$ cat src/prsl_consts.vh
/*
  Constants for the port split link recovery block: register offsets,
  field positions, reset values, pin routing codes and timing figures.
  Assumes a single 100 MHz hub clock and byte-wide configuration registers.
*/
// Functional notes
// - Split offered only on downstream ports 4, 5
// - Settings loaded by SMBus config or OTP
// - Port power pin keeps governing USB 2.0 half
// - Split activates separate SuperSpeed power GPIO pin
// - No overcurrent sensing on split power pin
// - Port 4 select: 0x42 option A, 0x05 B
// - Port 5 select: 0x06 option A, 0x04 B
// - Enable bit 5 port 4, bit 6 port 5
// - Stuck link while split pulses split power pin
// - Watchdog timer restarts whenever timeout expires
// - Stuck means one state 0x4..0x9 whole timeout
// - Timeout register default 0x05, one second
// - Timeout setting zero disables link watchdog
// - Pin held low for toggle time, default 400 ms
// - High-speed and SuperSpeed halves run independently
// - Timeout field decode, 111 reserved, upper zero
// - Low time 350 ms plus 10 ms per step
`ifndef PRSL_CONSTS_VH
`define PRSL_CONSTS_VH

// ----------------------------------------
// Register offsets
// ----------------------------------------
`define PRSL_ADDR_SPLIT_EN 16'h3C48
`define PRSL_ADDR_P4_SEL 16'h416E
`define PRSL_ADDR_P5_SEL 16'h416F
`define PRSL_ADDR_TIMEOUT 16'h4171
`define PRSL_ADDR_LOW_TIME 16'h4176

// ----------------------------------------
// Fields and reset values
// ----------------------------------------
`define PRSL_EN_BIT_P4 5
`define PRSL_EN_BIT_P5 6
`define PRSL_SPLIT_EN_RST 8'h00
`define PRSL_SEL_RST 8'h00
`define PRSL_TIMEOUT_RST 3'h5
`define PRSL_LOW_TIME_RST 8'h05

// ----------------------------------------
// Pin routing codes
// ----------------------------------------
`define PRSL_P4_SEL_A 8'h42
`define PRSL_P4_SEL_B 8'h05
`define PRSL_P5_SEL_A 8'h06
`define PRSL_P5_SEL_B 8'h04

// ----------------------------------------
// Link states counted as stuck
// ----------------------------------------
`define PRSL_STUCK_LO 4'h4
`define PRSL_STUCK_HI 4'h9

// ----------------------------------------
// Timing
// ----------------------------------------
`define PRSL_CLK_PERIOD_NS 10
`define PRSL_TICK_NS 1000000
`define PRSL_TICK_CYCLES (`PRSL_TICK_NS / `PRSL_CLK_PERIOD_NS)
`define PRSL_TO_100_MS 12'h064
`define PRSL_TO_250_MS 12'h0FA
`define PRSL_TO_500_MS 12'h1F4
`define PRSL_TO_750_MS 12'h2EE
`define PRSL_TO_1000_MS 12'h3E8
`define PRSL_TO_2000_MS 12'h7D0
`define PRSL_LOW_BASE_MS 12'h15E
`define PRSL_LOW_STEP_MS 4'hA

`endif

$ cat src/prsl_link_watchdog.v
/*
  Per-port link watchdog: watches the link state status, and while the
  port is split pulses its SuperSpeed power low when the link is stuck.
  Assumes a one-cycle millisecond tick from the parent and settings
  that are already decoded to milliseconds.
*/
`timescale 1ns/1ps
`default_nettype none
`include "prsl_consts.vh"

module prsl_link_watchdog (
  input wire clk_in,
  input wire nrst_in,
  input wire split_in,
  input wire tick_in,
  input wire [11:0] timeout_ms_in,
  input wire [11:0] low_ms_in,
  input wire [3:0] link_state_in,
  output reg power_on_out,
  output reg pulse_out
);

  localparam ST_WATCH = 1'b0;
  localparam ST_LOW = 1'b1;

  reg state_r;
  reg [11:0] count_r;
  reg [3:0] last_r;
  wire stuck_state;
  wire moved;

  assign stuck_state = (link_state_in >= `PRSL_STUCK_LO) && (link_state_in <= `PRSL_STUCK_HI);
  assign moved = link_state_in != last_r;

  // ----------------------------------------
  // Watch and low-pulse sequencing
  // ----------------------------------------
  always @(posedge clk_in or negedge nrst_in) begin
    if (!nrst_in) begin
      state_r <= ST_WATCH;
      count_r <= 12'h000;
      last_r <= 4'h0;
      power_on_out <= 1'b1;
      pulse_out <= 1'b0;
    end else begin
      last_r <= link_state_in;
      pulse_out <= 1'b0;
      if (!split_in) begin
        state_r <= ST_WATCH;
        count_r <= 12'h000;
        power_on_out <= 1'b1;
      end else begin
        case (state_r)
          ST_WATCH: begin
            power_on_out <= 1'b1;
            // Any movement or a valid state means the link is alive
            if (timeout_ms_in == 12'h000 || !stuck_state || moved) begin
              count_r <= 12'h000;
            end else if (tick_in) begin
              if (count_r + 12'h001 >= timeout_ms_in) begin
                count_r <= 12'h000;
                state_r <= ST_LOW;
                power_on_out <= 1'b0;
                pulse_out <= 1'b1;
              end else begin
                count_r <= count_r + 12'h001;
              end
            end
          end
          ST_LOW: begin
            power_on_out <= 1'b0;
            if (tick_in) begin
              if (count_r + 12'h001 >= low_ms_in) begin
                count_r <= 12'h000;
                state_r <= ST_WATCH;
                power_on_out <= 1'b1;
              end else begin
                count_r <= count_r + 12'h001;
              end
            end
          end
          default: begin
            state_r <= ST_WATCH;
            count_r <= 12'h000;
          end
        endcase
      end
    end
  end

endmodule
`default_nettype wire

$ cat src/prsl_port_split.v
/*
  Port split top: configuration registers for splitting downstream ports
  4 and 5, routing of the SuperSpeed split power function onto GPIO pins,
  and one link watchdog per split port.
  Assumes the SMBus slave and the OTP loader present decoded byte writes
  and reads, and that link state and port power requests are synchronous.
*/
`timescale 1ns/1ps
`default_nettype none
`include "prsl_consts.vh"

module prsl_port_split #(
  parameter TICK_CYCLES = `PRSL_TICK_CYCLES
) (
  input wire clk_in,
  input wire nrst_in,
  // Configuration access
  input wire cfg_stage_in,
  input wire smb_wr_in,
  input wire smb_rd_in,
  input wire [15:0] smb_addr_in,
  input wire [7:0] smb_wdata_in,
  output reg [7:0] smb_rdata_out,
  output reg smb_rvalid_out,
  output reg smb_hit_out,
  input wire otp_wr_in,
  input wire [15:0] otp_addr_in,
  input wire [7:0] otp_data_in,
  // Hub port power requests and link status
  input wire port4_power_req_in,
  input wire port5_power_req_in,
  input wire [3:0] link_state_status4_in,
  input wire [3:0] link_state_status5_in,
  // Power pins
  output reg port4_power_control_pin_out,
  output reg port5_power_control_pin_out,
  output reg port4_ss_power_out,
  output reg port5_ss_power_out,
  output reg gpio66_out,
  output reg gpio66_oe_out,
  output reg gpio6_out,
  output reg gpio6_oe_out,
  output reg gpio5_out,
  output reg gpio5_oe_out,
  output reg gpio4_out,
  output reg gpio4_oe_out,
  output reg [1:0] split_active_out,
  output reg [1:0] link_reset_pulse_out
);

  // ----------------------------------------
  // Configuration registers
  // ----------------------------------------
  reg [7:1] split_enable_r;
  reg [7:0] port4_split_pin_select_r;
  reg [7:0] port5_split_pin_select_r;
  reg [2:0] link_watchdog_timeout_r;
  reg [7:0] link_reset_low_time_r;

  wire wr_any;
  wire [15:0] wr_addr;
  wire [7:0] wr_data;

  // SMBus writes count only in the configuration stage; OTP loads always
  assign wr_any = (smb_wr_in && cfg_stage_in) || otp_wr_in;
  assign wr_addr = otp_wr_in ? otp_addr_in : smb_addr_in;
  assign wr_data = otp_wr_in ? otp_data_in : smb_wdata_in;

  always @(posedge clk_in or negedge nrst_in) begin
    if (!nrst_in) begin
      split_enable_r <= 7'h00;
      port4_split_pin_select_r <= `PRSL_SEL_RST;
      port5_split_pin_select_r <= `PRSL_SEL_RST;
      link_watchdog_timeout_r <= `PRSL_TIMEOUT_RST;
      link_reset_low_time_r <= `PRSL_LOW_TIME_RST;
    end else if (wr_any) begin
      case (wr_addr)
        `PRSL_ADDR_SPLIT_EN: begin
          split_enable_r <= wr_data[7:1];
        end
        `PRSL_ADDR_P4_SEL: begin
          port4_split_pin_select_r <= wr_data;
        end
        `PRSL_ADDR_P5_SEL: begin
          port5_split_pin_select_r <= wr_data;
        end
        `PRSL_ADDR_TIMEOUT: begin
          link_watchdog_timeout_r <= wr_data[2:0];
        end
        `PRSL_ADDR_LOW_TIME: begin
          link_reset_low_time_r <= wr_data;
        end
        default: begin
          split_enable_r <= split_enable_r;
        end
      endcase
    end
  end

  // ----------------------------------------
  // Register read-back
  // ----------------------------------------
  reg [7:0] rd_nxt;
  reg hit_nxt;

  always @* begin
    rd_nxt = 8'h00;
    hit_nxt = 1'b1;
    case (smb_addr_in)
      `PRSL_ADDR_SPLIT_EN: begin
        rd_nxt = {split_enable_r, 1'b0};
      end
      `PRSL_ADDR_P4_SEL: begin
        rd_nxt = port4_split_pin_select_r;
      end
      `PRSL_ADDR_P5_SEL: begin
        rd_nxt = port5_split_pin_select_r;
      end
      `PRSL_ADDR_TIMEOUT: begin
        rd_nxt = {5'h00, link_watchdog_timeout_r};
      end
      `PRSL_ADDR_LOW_TIME: begin
        rd_nxt = link_reset_low_time_r;
      end
      default: begin
        hit_nxt = 1'b0;
      end
    endcase
  end

  always @(posedge clk_in or negedge nrst_in) begin
    if (!nrst_in) begin
      smb_rdata_out <= 8'h00;
      smb_rvalid_out <= 1'b0;
      smb_hit_out <= 1'b0;
    end else begin
      smb_rvalid_out <= smb_rd_in;
      if (smb_rd_in) begin
        smb_rdata_out <= rd_nxt;
        smb_hit_out <= hit_nxt;
      end
    end
  end

  // ----------------------------------------
  // Decoded settings
  // ----------------------------------------
  reg [11:0] timeout_ms;
  wire [11:0] low_ms;

  always @* begin
    case (link_watchdog_timeout_r)
      3'h1: timeout_ms = `PRSL_TO_100_MS;
      3'h2: timeout_ms = `PRSL_TO_250_MS;
      3'h3: timeout_ms = `PRSL_TO_500_MS;
      3'h4: timeout_ms = `PRSL_TO_750_MS;
      3'h5: timeout_ms = `PRSL_TO_1000_MS;
      3'h6: timeout_ms = `PRSL_TO_2000_MS;
      // Reserved code treated like never, the safe reading
      default: timeout_ms = 12'h000;
    endcase
  end

  assign low_ms = `PRSL_LOW_BASE_MS + ({4'h0, link_reset_low_time_r} * {8'h00, `PRSL_LOW_STEP_MS});

  // Only bits 5 and 6 enable anything; bits 1-4 and 7 are storage only, bit 0 is not kept
  wire [1:0] split_en;
  assign split_en = {split_enable_r[`PRSL_EN_BIT_P5], split_enable_r[`PRSL_EN_BIT_P4]};

  // ----------------------------------------
  // Millisecond tick
  // ----------------------------------------
  reg [31:0] tick_cnt_r;
  reg tick_r;

  always @(posedge clk_in or negedge nrst_in) begin
    if (!nrst_in) begin
      tick_cnt_r <= 32'h00000000;
      tick_r <= 1'b0;
    end else if (tick_cnt_r >= TICK_CYCLES - 1) begin
      tick_cnt_r <= 32'h00000000;
      tick_r <= 1'b1;
    end else begin
      tick_cnt_r <= tick_cnt_r + 32'h00000001;
      tick_r <= 1'b0;
    end
  end

  // ----------------------------------------
  // Per-port watchdogs
  // ----------------------------------------
  wire [7:0] link_states;
  wire [1:0] wd_power_on;
  wire [1:0] wd_pulse;

  assign link_states = {link_state_status5_in, link_state_status4_in};

  genvar gi;
  generate
    for (gi = 0; gi < 2; gi = gi + 1) begin : g_port
      prsl_link_watchdog u_wd (
        .clk_in(clk_in),
        .nrst_in(nrst_in),
        .split_in(split_en[gi]),
        .tick_in(tick_r),
        .timeout_ms_in(timeout_ms),
        .low_ms_in(low_ms),
        .link_state_in(link_states[gi*4 +: 4]),
        .power_on_out(wd_power_on[gi]),
        .pulse_out(wd_pulse[gi])
      );
    end
  endgenerate

  // ----------------------------------------
  // Pin routing
  // ----------------------------------------
  wire p4_a;
  wire p4_b;
  wire p5_a;
  wire p5_b;
  wire ss4;
  wire ss5;

  assign p4_a = split_en[0] && (port4_split_pin_select_r == `PRSL_P4_SEL_A);
  assign p4_b = split_en[0] && (port4_split_pin_select_r == `PRSL_P4_SEL_B);
  assign p5_a = split_en[1] && (port5_split_pin_select_r == `PRSL_P5_SEL_A);
  assign p5_b = split_en[1] && (port5_split_pin_select_r == `PRSL_P5_SEL_B);
  // Split pin is drive only; no sense path exists on it
  assign ss4 = port4_power_req_in && wd_power_on[0];
  assign ss5 = port5_power_req_in && wd_power_on[1];

  always @(posedge clk_in or negedge nrst_in) begin
    if (!nrst_in) begin
      port4_power_control_pin_out <= 1'b0;
      port5_power_control_pin_out <= 1'b0;
      port4_ss_power_out <= 1'b0;
      port5_ss_power_out <= 1'b0;
      gpio66_out <= 1'b0;
      gpio66_oe_out <= 1'b0;
      gpio6_out <= 1'b0;
      gpio6_oe_out <= 1'b0;
      gpio5_out <= 1'b0;
      gpio5_oe_out <= 1'b0;
      gpio4_out <= 1'b0;
      gpio4_oe_out <= 1'b0;
      split_active_out <= 2'h0;
      link_reset_pulse_out <= 2'h0;
    end else begin
      port4_power_control_pin_out <= port4_power_req_in;
      port5_power_control_pin_out <= port5_power_req_in;
      // Unsplit ports keep the SuperSpeed half on the shared power
      port4_ss_power_out <= split_en[0] ? ss4 : port4_power_req_in;
      port5_ss_power_out <= split_en[1] ? ss5 : port5_power_req_in;
      gpio66_out <= p4_a && ss4;
      gpio66_oe_out <= p4_a;
      gpio5_out <= p4_b && ss4;
      gpio5_oe_out <= p4_b;
      gpio6_out <= p5_a && ss5;
      gpio6_oe_out <= p5_a;
      gpio4_out <= p5_b && ss5;
      gpio4_oe_out <= p5_b;
      split_active_out <= split_en;
      link_reset_pulse_out <= wd_pulse;
    end
  end

endmodule
`default_nettype wire

$ cat config.mk
export PLATFORM = sky130hd
export DESIGN_NAME = prsl_port_split
export DESIGN_NICKNAME = d
export VERILOG_FILES = /design/src/prsl_link_watchdog.v /design/src/prsl_port_split.v
export VERILOG_INCLUDE_DIRS = /design/src /design/src/src
export SDC_FILE = /design/constraint.sdc
export NUM_CORES = 1
export LEC_CHECK = 0
export BUFFER_PORTS_ARGS = -buffer_cell sky130_fd_sc_hd__buf_2
export CAP_MARGIN = 0
export CORE_ASPECT_RATIO = 1.75
export CORE_MARGIN = 2
export CORE_UTILIZATION = 55
export CTS_BUF_LIST = sky130_fd_sc_hd__clkbuf_4 sky130_fd_sc_hd__clkbuf_8
export DETAILED_ROUTE_END_ITERATION = 12
export PLACE_DENSITY = 0.76
export SLEW_MARGIN = 20
export SYNTH_ARGS = -nofsm -noshare
export SYNTH_HDL_FRONTEND = slang
export SYNTH_SLANG_ARGS = --single-unit
$ cat constraint.sdc
create_clock -name clk_in -period 7 [get_ports clk_in]
set_clock_uncertainty 0.1 [all_clocks]
set_input_delay 0.35 -clock clk_in [delete_from_list [all_inputs] [get_ports clk_in]]
set_output_delay 0.35 -clock clk_in [all_outputs]
set_load 0.005 [all_outputs]
==> impl_metrics.yaml <==
final_layout:
  multiInputGateArea_mm2: 0.004004
  n_antenna_cell: 0
  fillers: 1092
  ff_latch_area_mm2: 0.003286
  final_nets: 957
  drive_gt1_frac: 0.2259
  area_delta_synth_final_pct: 16.51
timing:
  holdWs_ns: 0.03524
  worstMarginPinSlew_ns: 1.224
  tns_ns: 0
  fin_crit_sh: 0.6190
  drv_slew: 0
  rsz0062_at_grt: "false"
  finalSetupViolCount: 0
  finalCriticalPeriod_ns: 4.333
  hold_viol_final: 0
  timing.fmax_mhz: 230.8
  slew_headroom: 0.1779
global_route:
  first_global_vias: 6172
  grt_overflow: 0
  track_usage: 0.2642
  grt_max_degree: 68
  grt_first_pass_wirelength_um: 29540
  antenna_found_initial: 0
yosys:
  synthCells: 718
  synth_edf_count: 0
  yosysUniqueCellTypes: 77
  synth.top_cell.area_share: 0.4222
  yosys_warnings: 0
  synth.avg_cell_area_um2: 10.32
  synth_area_leaders: "dfrtp_1 42%, ha_1 9.1%, mux2_2 5.5%, nor2_1 3.1%, nand2_1 3.0%"
  synth_async_sr_flop_share: 1.000
  syn_area_mm2: 0.007410
  ys.flop_type: "dfrtp_1"
  synth_top_area_cell: "dfrtp_1"
  ys_ff_latch: 131
  ys_seq_area_frac: 0.4434
drt:
  final_antenna_net_count: 0
  via_count: 6048
  wl_per_cell_um: 17.64
  vias_per_cell: 5.906
  initialDrtViolationCount: 326
  drc: 0
  first_pass_iters: 4
  wl_um: 18060
die:
  num_rows: 56
  io_pins: 90
  initial_core_util: 0.5566
  die_w_um: 91.74
  dieArea_mm2: 0.01445
  core_mm2: 0.01331
  die_h_um: 157.5
clock_network:
  cts.sinks: 131
  cts_resized: 0
  cts_htree_levels: 4
  clkTransAtPathRegs_ns: 0.08
  clockRootBuffer: "clkbuf_8"
  cts_tree: "built"
  post_cts_buffers: 0
  numCtsBuffers: 17
  cts_hold_buf: 11
  clockBufferDepth: 2
  clock_latency_ns: 0.44
power_and_ir_drop:
  peakVddDrop_uv: 179.9
  power_density_mw_per_mm2: 178.5
  p_leak_nw: 4.229
  finalPower_mw: 1.541
critical_path:
  critical_path.startpoint: "link_reset_low_time_r[1]$_DFFE_PN0P_"
  path_buf_inv: 0
  cpPeakStageDelay_ns: 0.47
  critPathSlowestCell: "fa_1"
  reg2reg_to: "g_port[1].u_wd.count_r[9]$_DFFE_PN0P_"
  worstRegToRegCells: 16
  reg2reg_slack_ns: 2.67
  crit_top_cell: "ha_1"
  cp_num_cells: 16
  crit_chain: "ha_1 > ha_1 > fa_1 > a21o_1 > a211oi_2 > o32ai_2 > xnor2_1 > ha_1 > o21a_1 > nand4_1 > a21o_1 > o2111ai_1 > o221ai_1 > nor2_1 > nor2_1 > a22o_1"
  crit_type: "reg -> reg"
  setup.worst_path.end: "g_port[1].u_wd.count_r[9]$_DFFE_PN0P_"
  r2r-start: "link_reset_low_time_r[1]$_DFFE_PN0P_"
  critPathTopFamily: "compound AO/OA/AOI/OAI gates"
  endpoint_kind: "flip-flop"
  cp.arrival_ns: 4.61
  cp.required_ns: 7.28
  startpoint_type: "flip-flop"
  worst-path-max-fanout: 7
flow_run:
  max_cap_viol_count: 0
hold_path:
  hp-class: "in -> reg"
  hold_start: "smb_rd_in"
placement:
  detailed_place_hpwl_um: 13930
  port_buffers: 89
  routabilityCongestion: 0.9337
run_status:
  status: "completed"
synthesized netlist by cell type (6+ instances only):
master    count
a21oi_1      22
nor4_1       10
xor2_1       17
dfrtp_1     125
clkbuf_1     13
nand3_1      26
o22ai_1       8
and3_1       14
a221oi_1      8
and2_1        7
xnor2_1      24
nand2_1      59
ha_1         54
inv_1        29
nor4b_1       6
nand4_1      11
nor2_1       62
or3_1        10
dfstp_2       6
o21ai_0      25
nor3_1       16
mux2_2       36
a21o_1       15
a22o_1       14
cells in the final DEF, fill, tap and decap left out, drive strengths merged, types with 5 or more instances in the layout:
cell type,n
o21a,5
buf,92
a21o,15
nand3,26
mux2,36
dlygate4sd3,11
a22o,14
dfstp,6
a21oi,23
a221oi,8
clkbuf,17
xor2,18
ha,54
nand2b,5
o22ai,8
conb,15
or3,10
inv,33
nand2,59
o21ai,30
nand4,11
xnor2,25
and3,16
o31ai,5
and2,7
nor4,12
nor2,63
nor4b,7
nor3,16
dfrtp,125
clkinv,5
cell families after synthesis:
logic type	Yosys count	share of synthesized area
other	1	0.0005061
buffers and inverters	45	0.02398
flip-flops	131	0.4434
AO/OA/AOI/OAI	148	0.1451
adder cells (fa/ha/maj)	55	0.09389
AND/OR/NAND/NOR	257	0.1829
XOR/XNOR	43	0.05285
multiplexers	38	0.05741
flip-flops by register name (all words and copies together), names as in the netlist, 2 cells and up:
signal	cells
split_enable_r	7
port5_split_pin_select_r	8
g_port.u_wd.state_r	2
split_active_out	2
link_reset_low_time_r	8
link_watchdog_timeout_r	3
g_port.u_wd.power_on_out	2
tick_cnt_r	32
g_port.u_wd.pulse_out	2
g_port.u_wd.count_r	24
smb_rdata_out	8
g_port.u_wd.last_r	8
port4_split_pin_select_r	8
link_reset_pulse_out	2
where the power goes:
group,switching [mW],internal [mW]
registers,0.00302,0.765
logic,0.0399,0.0287
clock network,0.312,0.392
total,0.355,1.19
layout make-up:
cell class | instances | share of cell area
clock buffer | 17 | 0.02710
clock inverter | 14 | 0.02348
inverter | 29 | 0.01261
multi-input combinational | 556 | 0.4638
sequential | 131 | 0.3806
tap | 174 | 0.02522
timing repair buffer | 103 | 0.06725
how the worst min path moves through the flow:
stage                                       endpoint  cells past startpoint
2_1_floorplan  g_port[0].u_wd.count_r[0]$_DFFE_PN0P_                      0
3_3_place_gp       link_reset_pulse_out[1]$_DFF_PN0_                      0
3_5_place_dp       link_reset_pulse_out[1]$_DFF_PN0_                      0
4_1_cts                     smb_rvalid_out$_DFF_PN0_                      1
5_1_grt                     smb_rvalid_out$_DFF_PN0_                      1
6_report                    smb_rvalid_out$_DFF_PN0_                      1
through the flow:
stage / area [um^2] / utilization / instances / setup WS [ns]
finish: 8633 / 0.6485 / 1024 / 2.667
global route: 8633 / 0.6485 / 1024 / 2.307
CTS: 8633 / 0.6485 / 1024 / 2.650
detailed placement: 8087 / 0.6074 / 982 / 2.673
global placement: 8087 / 0.6074 / 982 / 2.890
floorplan: 7462 / - / 732 / 3.102
metal layers:
metal  vias up  global-route usage  wire (um)
li1       2876                   -          -
met5         -                   0          0
met3        50             0.04021        633
met1      2934              0.2554       6466
met4         0              0.1571        875
met2       188              0.5161      10090
(Power assumes the default switching activity.)
